$ cat config.mk
export PLATFORM = sky130hd
export DESIGN_NAME = spfl_boot_loader
export DESIGN_NICKNAME = d
export VERILOG_FILES = /design/src/common/spfl_pkg.sv /design/src/design/spfl_boot_loader.sv
export SDC_FILE = /design/constraint.sdc
export NUM_CORES = 1
export LEC_CHECK = 0
export ABC_AREA = 1
export ABC_CLOCK_PERIOD_IN_PS = 2200
export BUFFER_PORTS_ARGS = -buffer_cell sky130_fd_sc_hd__buf_4
export CORE_UTILIZATION = 40
export CTS_CLUSTER_DIAMETER = 100
export DETAILED_ROUTE_END_ITERATION = 12
export SLEW_MARGIN = 20
export SYNTH_ARGS = -nofsm -noshare
export SYNTH_HDL_FRONTEND = slang
export SYNTH_SLANG_ARGS = --single-unit
export TNS_END_PERCENT = 100
$ cat constraint.sdc
create_clock -name clk -period 2.2 [get_ports clk]
set_clock_uncertainty 0.05 [all_clocks]
set_input_delay 0.44 -clock clk [delete_from_list [all_inputs] [get_ports clk]]
set_output_delay 0.44 -clock clk [all_outputs]
set_load 0.05 [all_outputs]
$ cat src/common/spfl_pkg.sv
/*
 * constants shared by the flash boot loader: opcodes, widths, timing.
 * assumes a 40 MHz system clock; all counts are derived from it here.
 */
package spfl_pkg;
    // --------------------------------------------------------------
    // system clock
    // --------------------------------------------------------------
    localparam int CLK_PERIOD_PS = 25000;     // 40 MHz
    // --------------------------------------------------------------
    // serial link timing
    // --------------------------------------------------------------
    localparam int SCK_RATE_KHZ = 33300;      // nominal serial clock
    // half period of the nominal serial clock in ps
    localparam int SCK_HALF_PS = 500000000 / SCK_RATE_KHZ;
    // least half period rounds up to whole system cycles
    localparam int SCK_HALF_RAW =
        (SCK_HALF_PS + CLK_PERIOD_PS - 1) / CLK_PERIOD_PS;
    // the input synchroniser is two cycles deep, so a half period
    // below two would sample data the flash has just changed
    localparam int SCK_HALF_CYC = (SCK_HALF_RAW < 2) ? 2 : SCK_HALF_RAW;
    localparam int CS_HIGH_NS = 100;          // chip select high time
    localparam int CS_HIGH_CYC =
        (CS_HIGH_NS * 1000 + CLK_PERIOD_PS - 1) / CLK_PERIOD_PS;
    // --------------------------------------------------------------
    // flash geometry
    // --------------------------------------------------------------
    localparam int FLASH_MBIT = 16;
    localparam int FLASH_BYTES = FLASH_MBIT * 1024 * 1024 / 8;
    localparam int ADDR_W = 24;               // three address bytes
    localparam int HDR_RD_BYTES = 5;          // op, 3 addr, 1 dummy
    localparam int HDR_PP_BYTES = 4;          // op, 3 addr
    localparam int PAGE_LEN_W = 9;            // up to 256 bytes a page
    // --------------------------------------------------------------
    // opcodes
    // --------------------------------------------------------------
    localparam logic [7:0] OP_FAST_READ = 8'h0b;
    localparam logic [7:0] OP_WRITE_EN = 8'h06;
    localparam logic [7:0] OP_PAGE_PROG = 8'h02;
    localparam logic [7:0] DUMMY_BYTE = 8'h00;
    // --------------------------------------------------------------
    // types
    // --------------------------------------------------------------
    typedef enum logic [1:0] {SQ_READ, SQ_WEN, SQ_PP} spfl_seq_t;
    typedef enum logic [1:0] {ST_BOOT, ST_RUN, ST_CSGAP, ST_IDLE} spfl_st_t;
endpackage

$ cat src/design/spfl_boot_loader.sv
/*
 * serial flash boot loader: reads the configuration image after reset
 * with the fast-read command, streams it out through a two-entry
 * buffer, then serves page-program requests.
 * assumes a 40 MHz clock, a mode 0 flash with pulled-up hold and
 * write-protect pins, and a consumer that drains the stream.
 */
// What this block does
// master, mode 0, one fixed clock rate
// addresses a 16-Mbit flash image
// after reset, read flash then initialise
// busy flag high during initialisation
// busy flag low when initialisation ends
// only fast read, no signature probing
// same serial clock for any flash
// one command reads consecutive bytes onward
// read is 0x0b, three address, one dummy
// flash writes use page-mode programming
// hold and write-protect pins not driven
// outputs change on serial clock fall
// input sampled on serial clock fall
// select low per command, clock idles low
`timescale 1ns/1ps
`default_nettype none
module spfl_boot_loader #(
    parameter int IMAGE_BYTES = spfl_pkg::FLASH_BYTES,
    parameter logic [23:0] IMAGE_BASE = 24'h000000
) (
    // clock and reset
    input wire logic clk,
    input wire logic reset_n,
    // flash pins
    output logic flash_serial_clock,
    output logic flash_chip_select_n,
    output logic flash_data_out,
    input wire logic flash_data_in,
    // configuration stream
    output logic [7:0] cfg_data,
    output logic cfg_valid,
    input wire logic cfg_ready,
    // page program request
    input wire logic prog_start,
    input wire logic [spfl_pkg::ADDR_W-1:0] prog_addr,
    input wire logic [spfl_pkg::PAGE_LEN_W-1:0] prog_len,
    input wire logic [7:0] prog_data,
    input wire logic prog_valid,
    output logic prog_ready,
    output logic prog_busy,
    // status
    output logic init_busy_flag
);
    import spfl_pkg::*;

    // --------------------------------------------------------------
    // state
    // --------------------------------------------------------------
    localparam logic [23:0] RD_TOTAL = 24'(IMAGE_BYTES + HDR_RD_BYTES);
    // fixed half period
    localparam logic [7:0] HALF_LAST = 8'(SCK_HALF_CYC - 1);
    localparam logic [7:0] CSH_LAST = 8'(CS_HIGH_CYC - 1);

    spfl_st_t state_reg, state_next;      // sequencer state
    spfl_seq_t seq_reg, seq_next;         // command in flight
    logic sck_reg, sck_next;              // serial clock level
    logic csn_reg, csn_next;              // chip select, low active
    logic mosi_reg, mosi_next;            // data to flash
    logic [7:0] tick_reg, tick_next;      // half period timer
    logic [2:0] bit_reg, bit_next;        // bit within byte
    logic gap_reg, gap_next;              // paused between bytes
    logic [7:0] tx_reg, tx_next;          // outgoing shift
    logic [7:0] rx_reg, rx_next;          // incoming shift
    logic [23:0] idx_reg, idx_next;       // byte within command
    logic [23:0] addr_reg, addr_next;     // page program address
    logic [23:0] total_reg, total_next;   // bytes in command
    logic [7:0] pend_reg, pend_next;      // program byte held
    logic pend_full_reg, pend_full_next;
    logic prdy_reg, prdy_next;            // hold register empty, as a flop
    logic pbusy_reg, pbusy_next;          // page program running
    logic busy_reg, busy_next;            // initialisation busy
    logic [7:0] d0_reg, d0_next, d1_reg, d1_next; // stream buffer
    logic v0_reg, v0_next, v1_reg, v1_next;
    logic din_s1_reg, din_s2_reg;         // input synchroniser

    // --------------------------------------------------------------
    // input synchroniser
    // --------------------------------------------------------------
    // two flops; only the second one is read by logic
    always_ff @(posedge clk or negedge reset_n) begin
        if (!reset_n) begin
            din_s1_reg <= 1'b0;
            din_s2_reg <= 1'b0;
        end else begin
            din_s1_reg <= flash_data_in;
            din_s2_reg <= din_s1_reg;
        end
    end

    // --------------------------------------------------------------
    // byte source helpers
    // --------------------------------------------------------------
    // byte to send at a given index of the current command
    // opcode, address, dummy order
    function automatic logic [7:0] byte_at(input spfl_seq_t sq,
            input logic [23:0] i, input logic [23:0] a,
            input logic [7:0] p);
        logic [7:0] b;
        b = DUMMY_BYTE;
        case (i)
            24'h000000: b = (sq == SQ_READ) ? OP_FAST_READ :
                            (sq == SQ_WEN) ? OP_WRITE_EN : OP_PAGE_PROG;
            24'h000001: b = a[23:16];
            24'h000002: b = a[15:8];
            24'h000003: b = a[7:0];
            default: b = (sq == SQ_PP) ? p : DUMMY_BYTE;
        endcase
        return b;
    endfunction

    // --------------------------------------------------------------
    // sequencer, shift engine and stream buffer
    // --------------------------------------------------------------
    always_comb begin
        logic push, pop, ok;
        logic [23:0] ni;
        push = 1'b0;
        pop = 1'b0;
        ok = 1'b0;
        ni = idx_reg + 24'h000001;
        state_next = state_reg;
        seq_next = seq_reg;
        sck_next = sck_reg;
        csn_next = csn_reg;
        mosi_next = mosi_reg;
        tick_next = tick_reg;
        bit_next = bit_reg;
        gap_next = gap_reg;
        tx_next = tx_reg;
        rx_next = rx_reg;
        idx_next = idx_reg;
        addr_next = addr_reg;
        total_next = total_reg;
        pend_next = pend_reg;
        pend_full_next = pend_full_reg;
        pbusy_next = pbusy_reg;
        busy_next = busy_reg;
        d0_next = d0_reg;
        d1_next = d1_reg;
        v0_next = v0_reg;
        v1_next = v1_reg;

        // program data holding register takes one byte at a time
        if (prog_valid && !pend_full_reg) begin
            pend_next = prog_data;
            pend_full_next = 1'b1;
        end

        // consumer pops the head slot
        pop = cfg_ready && v0_reg;

        case (state_reg)
            // read after reset
            ST_BOOT: begin
                // only fast read
                // select falls, first bit valid
                seq_next = SQ_READ;
                total_next = RD_TOTAL;
                // image base in flash
                addr_next = IMAGE_BASE;
                csn_next = 1'b0;
                idx_next = 24'h000000;
                bit_next = 3'd0;
                tick_next = 8'h00;
                gap_next = 1'b0;
                tx_next = OP_FAST_READ;
                mosi_next = OP_FAST_READ[7];
                state_next = ST_RUN;
            end
            ST_RUN: begin
                if (gap_reg) begin
                    // clock held low until the next byte can go
                    if (seq_reg == SQ_READ) begin
                        ok = !v1_reg || pop;
                    end else begin
                        ok = (seq_reg != SQ_PP) ||
                             (idx_reg < 24'(HDR_PP_BYTES)) ||
                             pend_full_reg;
                    end
                    if (ok) begin
                        tx_next = byte_at(seq_reg, idx_reg, addr_reg,
                                          pend_reg);
                        mosi_next = tx_next[7];
                        if (seq_reg == SQ_PP &&
                                idx_reg >= 24'(HDR_PP_BYTES)) begin
                            pend_full_next = 1'b0;
                        end
                        gap_next = 1'b0;
                        tick_next = 8'h00;
                    end
                end else if (tick_reg != HALF_LAST) begin
                    tick_next = tick_reg + 8'h01;
                end else if (!sck_reg) begin
                    // fixed rate rising edge
                    sck_next = 1'b1;
                    tick_next = 8'h00;
                end else begin
                    // outputs change on fall
                    sck_next = 1'b0;
                    tick_next = 8'h00;
                    // sample on fall
                    rx_next = {rx_reg[6:0], din_s2_reg};
                    if (bit_reg != 3'd7) begin
                        bit_next = bit_reg + 3'd1;
                        tx_next = {tx_reg[6:0], 1'b0};
                        mosi_next = tx_reg[6];
                    end else begin
                        bit_next = 3'd0;
                        // data bytes follow in address order
                        if (seq_reg == SQ_READ &&
                                idx_reg >= 24'(HDR_RD_BYTES)) begin
                            push = 1'b1;
                        end
                        // write enable is a single byte; total_reg keeps
                        // the page length plus header for the program that follows
                        if (ni == total_reg || seq_reg == SQ_WEN) begin
                            // release select after last byte
                            csn_next = 1'b1;
                            state_next = ST_CSGAP;
                        end else begin
                            idx_next = ni;
                            gap_next = 1'b1;
                        end
                    end
                end
            end
            ST_CSGAP: begin
                // deselect time between commands
                if (tick_reg != CSH_LAST) begin
                    tick_next = tick_reg + 8'h01;
                end else if (seq_reg == SQ_WEN) begin
                    // page program follows write enable
                    seq_next = SQ_PP;
                    csn_next = 1'b0;
                    idx_next = 24'h000000;
                    tick_next = 8'h00;
                    gap_next = 1'b1;
                    state_next = ST_RUN;
                end else begin
                    pbusy_next = 1'b0;
                    state_next = ST_IDLE;
                end
            end
            ST_IDLE: begin
                // write request starts enable, then page
                if (prog_start && !pbusy_reg && !busy_reg &&
                        prog_len != '0) begin
                    seq_next = SQ_WEN;
                    addr_next = prog_addr;
                    total_next = 24'(prog_len) + 24'(HDR_PP_BYTES);
                    pbusy_next = 1'b1;
                    csn_next = 1'b0;
                    idx_next = 24'h000000;
                    tick_next = 8'h00;
                    gap_next = 1'b1;
                    state_next = ST_RUN;
                end
            end
            default: state_next = ST_IDLE;
        endcase

        // two-entry buffer: shift on pop, fill lowest free slot
        if (pop) begin
            d0_next = d1_reg;
            v0_next = v1_reg;
            v1_next = 1'b0;
        end
        if (push) begin
            if (!v0_next) begin
                d0_next = rx_next;
                v0_next = 1'b1;
            end else begin
                d1_next = rx_next;
                v1_next = 1'b1;
            end
        end

        // busy until image read and drained
        // then busy drops
        if (state_reg == ST_IDLE && !v0_reg && !v1_reg) begin
            busy_next = 1'b0;
        end

        // ready is registered from the hold register's next state, so it flips in the same cycle
        prdy_next = !pend_full_next;
    end

    // --------------------------------------------------------------
    // registers
    // --------------------------------------------------------------
    // clock idles low and select high from reset
    always_ff @(posedge clk or negedge reset_n) begin
        if (!reset_n) begin
            state_reg <= ST_BOOT;
            seq_reg <= SQ_READ;
            sck_reg <= 1'b0;
            csn_reg <= 1'b1;
            mosi_reg <= 1'b0;
            tick_reg <= 8'h00;
            bit_reg <= 3'd0;
            gap_reg <= 1'b0;
            tx_reg <= 8'h00;
            rx_reg <= 8'h00;
            idx_reg <= 24'h000000;
            addr_reg <= 24'h000000;
            total_reg <= 24'h000000;
            pend_reg <= 8'h00;
            pend_full_reg <= 1'b0;
            prdy_reg <= 1'b1;
            pbusy_reg <= 1'b0;
            busy_reg <= 1'b1;
            d0_reg <= 8'h00;
            d1_reg <= 8'h00;
            v0_reg <= 1'b0;
            v1_reg <= 1'b0;
        end else begin
            state_reg <= state_next;
            seq_reg <= seq_next;
            sck_reg <= sck_next;
            csn_reg <= csn_next;
            mosi_reg <= mosi_next;
            tick_reg <= tick_next;
            bit_reg <= bit_next;
            gap_reg <= gap_next;
            tx_reg <= tx_next;
            rx_reg <= rx_next;
            idx_reg <= idx_next;
            addr_reg <= addr_next;
            total_reg <= total_next;
            pend_reg <= pend_next;
            pend_full_reg <= pend_full_next;
            prdy_reg <= prdy_next;
            pbusy_reg <= pbusy_next;
            busy_reg <= busy_next;
            d0_reg <= d0_next;
            d1_reg <= d1_next;
            v0_reg <= v0_next;
            v1_reg <= v1_next;
        end
    end

    // --------------------------------------------------------------
    // outputs, all straight from flops
    // --------------------------------------------------------------
    // hold and write-protect have no port here
    assign flash_serial_clock = sck_reg;
    assign flash_chip_select_n = csn_reg;
    assign flash_data_out = mosi_reg;
    assign cfg_data = d0_reg;
    assign cfg_valid = v0_reg;
    assign prog_ready = prdy_reg;
    assign prog_busy = pbusy_reg;
    assign init_busy_flag = busy_reg;
endmodule
`default_nettype wire

==> out/qor.txt <==
Status = complete, but fails checks
Failing checks = negative setup slack
Post-Synth Simple-Gate Area = 32.91%
Max Slew Vio Count = 0
GRT Resource Usage Total = 22.16%
Count of input and output buffers = 61
Post-layout util = 55.51%
Number of global-route vias before repair = 6,611
Max-cap violations = 0
Cts bufs inserted = 17
Unrepaired setup endpoints after global routing = yes
Largest stage delay on the critical path = 0.44 ns
Clock power share = 40.3%
Combinational power share = 20.7%
Synth top area share = 43.24%
Slew @ Worst Pin = 0.4805 ns
TritonRoute pass-1 iters = 5
# H-tree levels = 4
Highest-count cells in the layout ignoring fill and taps = 307 x nand2_1, 176 x buf_4, 119 x dfrtp_1, 106 x inv_1, 87 x nor2_1
First-pass GRT wire length = 31,600 um
Row Count = 48
CTS tree = yes
Seq pwr share = 39.0%
Die W = 134.9 um
Tcrit/Tclk final = 104.8%
RD Place Congestion = 0.8780
Seq cells post-synth = 125
Sequential area share after synthesis = 44.36%
Combinational family with the most area after synthesis = simple AND/OR/NAND/NOR gates
Post-Synth XOR/XNOR Area = 0.2481%
Drt total wl = 18,860 um
Critical Path RT = 2.45 ns
Cell mode on critical path = nand2_1
Synth top area cells = dfrtp_1 43%, nand2_1 17%, inv_1 5.9%, nand3_1 5.6%, nor2_1 5.4%
Clock tree buffer depth = 2
# clock sinks = 125
Synth async-reset ratio = 100.0%
Yosys warns = 0
DR vias = 6,750
Min-delay worst type = primary input to flop
Via density = 4.870
Commonest non-fill, non-tap cell in the layout = nand2_1
Sw Share = 31.33%
Fin cells = 1,386
Synth Cell Area = 0.007061 sq mm
WL/cell = 13.61 um
Post-DP HPWL = 13,710 um
Core area = 0.01730 sq mm
Area growth, synth to finish = 35.99%
Pwr/cell area = 713.5 mW/mm^2
Max IR drop VDD = 0.8526 mV
Final min period = 2.306 ns
Post-synthesis instance total = 961
ANT cells = 0
Internal power = 0.004704 W
Top delay family on crit path = simple AND/OR/NAND/NOR gates
Placed insts = 1,338
Final hold viol count = 0
CP Class = flop to flop
Setup crit end kind = flop
CP Max Fanout = 24
Max Freq = 0.4337 GHz
Main flop type after synthesis = dfrtp_1
Die H = 134.9 um
Switch Pwr = 0.002146 W
Syn Nets = 1,024
Antenna Nets Post-Route = 0
Largest net degree at the start of global routing = 52
Final setup fails = 33
Gr ovfl total = 0
Compound-cell area share of the yosys netlist = 10.58%
Critical path, cell by cell = ha_4 -> nand2_4 -> nor2_4 -> nand2_2 -> nand2_1 -> nand2_1 -> nand2_1 -> nand3_1 -> nor3_2 -> nand3_2 -> nand3_4 -> nand2_8 -> nand2_1 -> nand2_1
Worst setup SP type = flop
Post-synthesis mux area share = 1.276%
Post-synth EDFFs = 0
Fraction of layout cells with a size suffix above 1 = 26.53%
Synth unique cells = 44
Initial Util = 40.82%
Adder-Cell Fraction of Synth Area = 2.835%
CP max-delay cell = dfrtp_2
Reg clk slew, reported paths = 0.06 ns
Mean Syn Cell Area = 7.347 sq um
Clk root buf = clkbuf_16
DIE AREA = 0.01819 sq mm
Fillers = 1,647
Crit path DAT = 2.56 ns
First DRT Iteration DRCs = 363
Later-pin clock latency in the skew report = 0.42 ns
DRC = 0
Net count, final = 1,211
Leakage = 4.939 nW
Top Ports = 62
Rel. slew slack = 67.97%
Yosys top cell by area = dfrtp_1
WP buf/inv = 0
Fin worst setup slack = -0.1055 ns
Initial antenna violation count = 0
-- through the flow --
step           worst slack [ns]  hold slack (ns)  power (W)  instance area [sq um]  setup TNS (ns)
6_report                -0.1055          0.07157   0.006851                   9602          -2.321
5_1_grt                 -0.2709          0.05795   0.007207                   9602          -9.269
4_1_cts                 -0.1124          0.05829   0.006795                   9270          -2.814
3_5_place_dp            -0.2563           0.2959   0.003994                   8589          -6.673
3_3_place_gp            -0.1954           0.2960   0.003966                   8589          -5.133
2_1_floorplan           0.02197          0.09441   0.003503                   7067               0
-- kinds of logic after synthesis --
kind of cell / Yosys count
compound gates: 126
xor+xnor: 2
fa+ha+maj: 16
buf+inv: 139
flops: 125
mux: 8
simple gates: 545
-- cells in the mapped netlist (4+ instances only) --
| library cell | number |
|---|---|
| nand3_1 | 79 |
| nor2_1 | 102 |
| o21ai_0 | 46 |
| a22oi_1 | 5 |
| o22ai_1 | 6 |
| nand2_1 | 313 |
| inv_1 | 111 |
| dfrtp_1 | 122 |
| a22o_1 | 15 |
| clkbuf_1 | 15 |
| nand4_1 | 14 |
| nand2_2 | 5 |
| nor2_4 | 5 |
| a31oi_1 | 4 |
| a21oi_1 | 35 |
| ha_1 | 16 |
| mux2_2 | 8 |
| o211ai_1 | 5 |
| inv_2 | 4 |
| nor3_1 | 10 |
-- power groups by stage --
stage	Combinational (W)	Sequential, W	Clock, W
after global routing	0.00160	0.00270	0.00291
after global placement	0.00126	0.00270	0
after detailed placement	0.00129	0.00271	0
final	0.00142	0.00267	0.00276
after CTS	0.00132	0.00267	0.00281
after floorplan	0.000761	0.00274	0
-- area by class of cell --
type	instances	area [sq um]	share of cell area [%]
timing repair inverter	2	12.51	0.1303
clock buffer	17	425.4	4.431
timing repair buffer	187	1505	15.68
tap	225	281.5	2.932
clock inverter	15	153.9	1.603
sequential	125	3136	32.66
inverter	118	452.9	4.717
multi-input combinational	697	3635	37.86
-- final timing paths --
path / start / endpoint / slack (ns) / cells past startpoint
worst max-delay path: idx_reg[1]$_DFFE_PN0P_ / idx_reg[1]$_DFFE_PN0P_ / -0.11 / 14
worst min-delay path: flash_data_in / din_s1_reg$_DFF_PN0_ / 0.07 / 1
worst max register to register: idx_reg[1]$_DFFE_PN0P_ / idx_reg[1]$_DFFE_PN0P_ / -0.11 / 14
worst min register to register: din_s1_reg$_DFF_PN0_ / din_s2_reg$_DFF_PN0_ / 0.30 / 0
max in group asynchronous: reset_n / prog_ready$_DFF_PN1_ / 0.94 / 3
min in group asynchronous: reset_n / total_reg[9]$_DFFE_PN0P_ / 0.47 / 2
-- layer usage --
metal,share of wire [%],wire [um],vias to the layer above,global-route usage [%]
met1,47,8885,3164,29.13
met4,1.5,280,0,6.742
met3,2.9,540,19,4.167
met2,49,9151,86,36.97
met5,0,0,-,0
li1,-,-,3481,-
-- repair_timing --
item / 4_1_cts / 5_1_grt
hold endpoints to repair: 27 / 0
setup endpoints to repair: 34 / 64
cloned: 0 / 3
resized for setup: 19 / 59
buffers inserted: 1 / 11
hold buffers: 1 / 0
pin swaps: 1 / 18
Power figures use the tool's default switching activity.
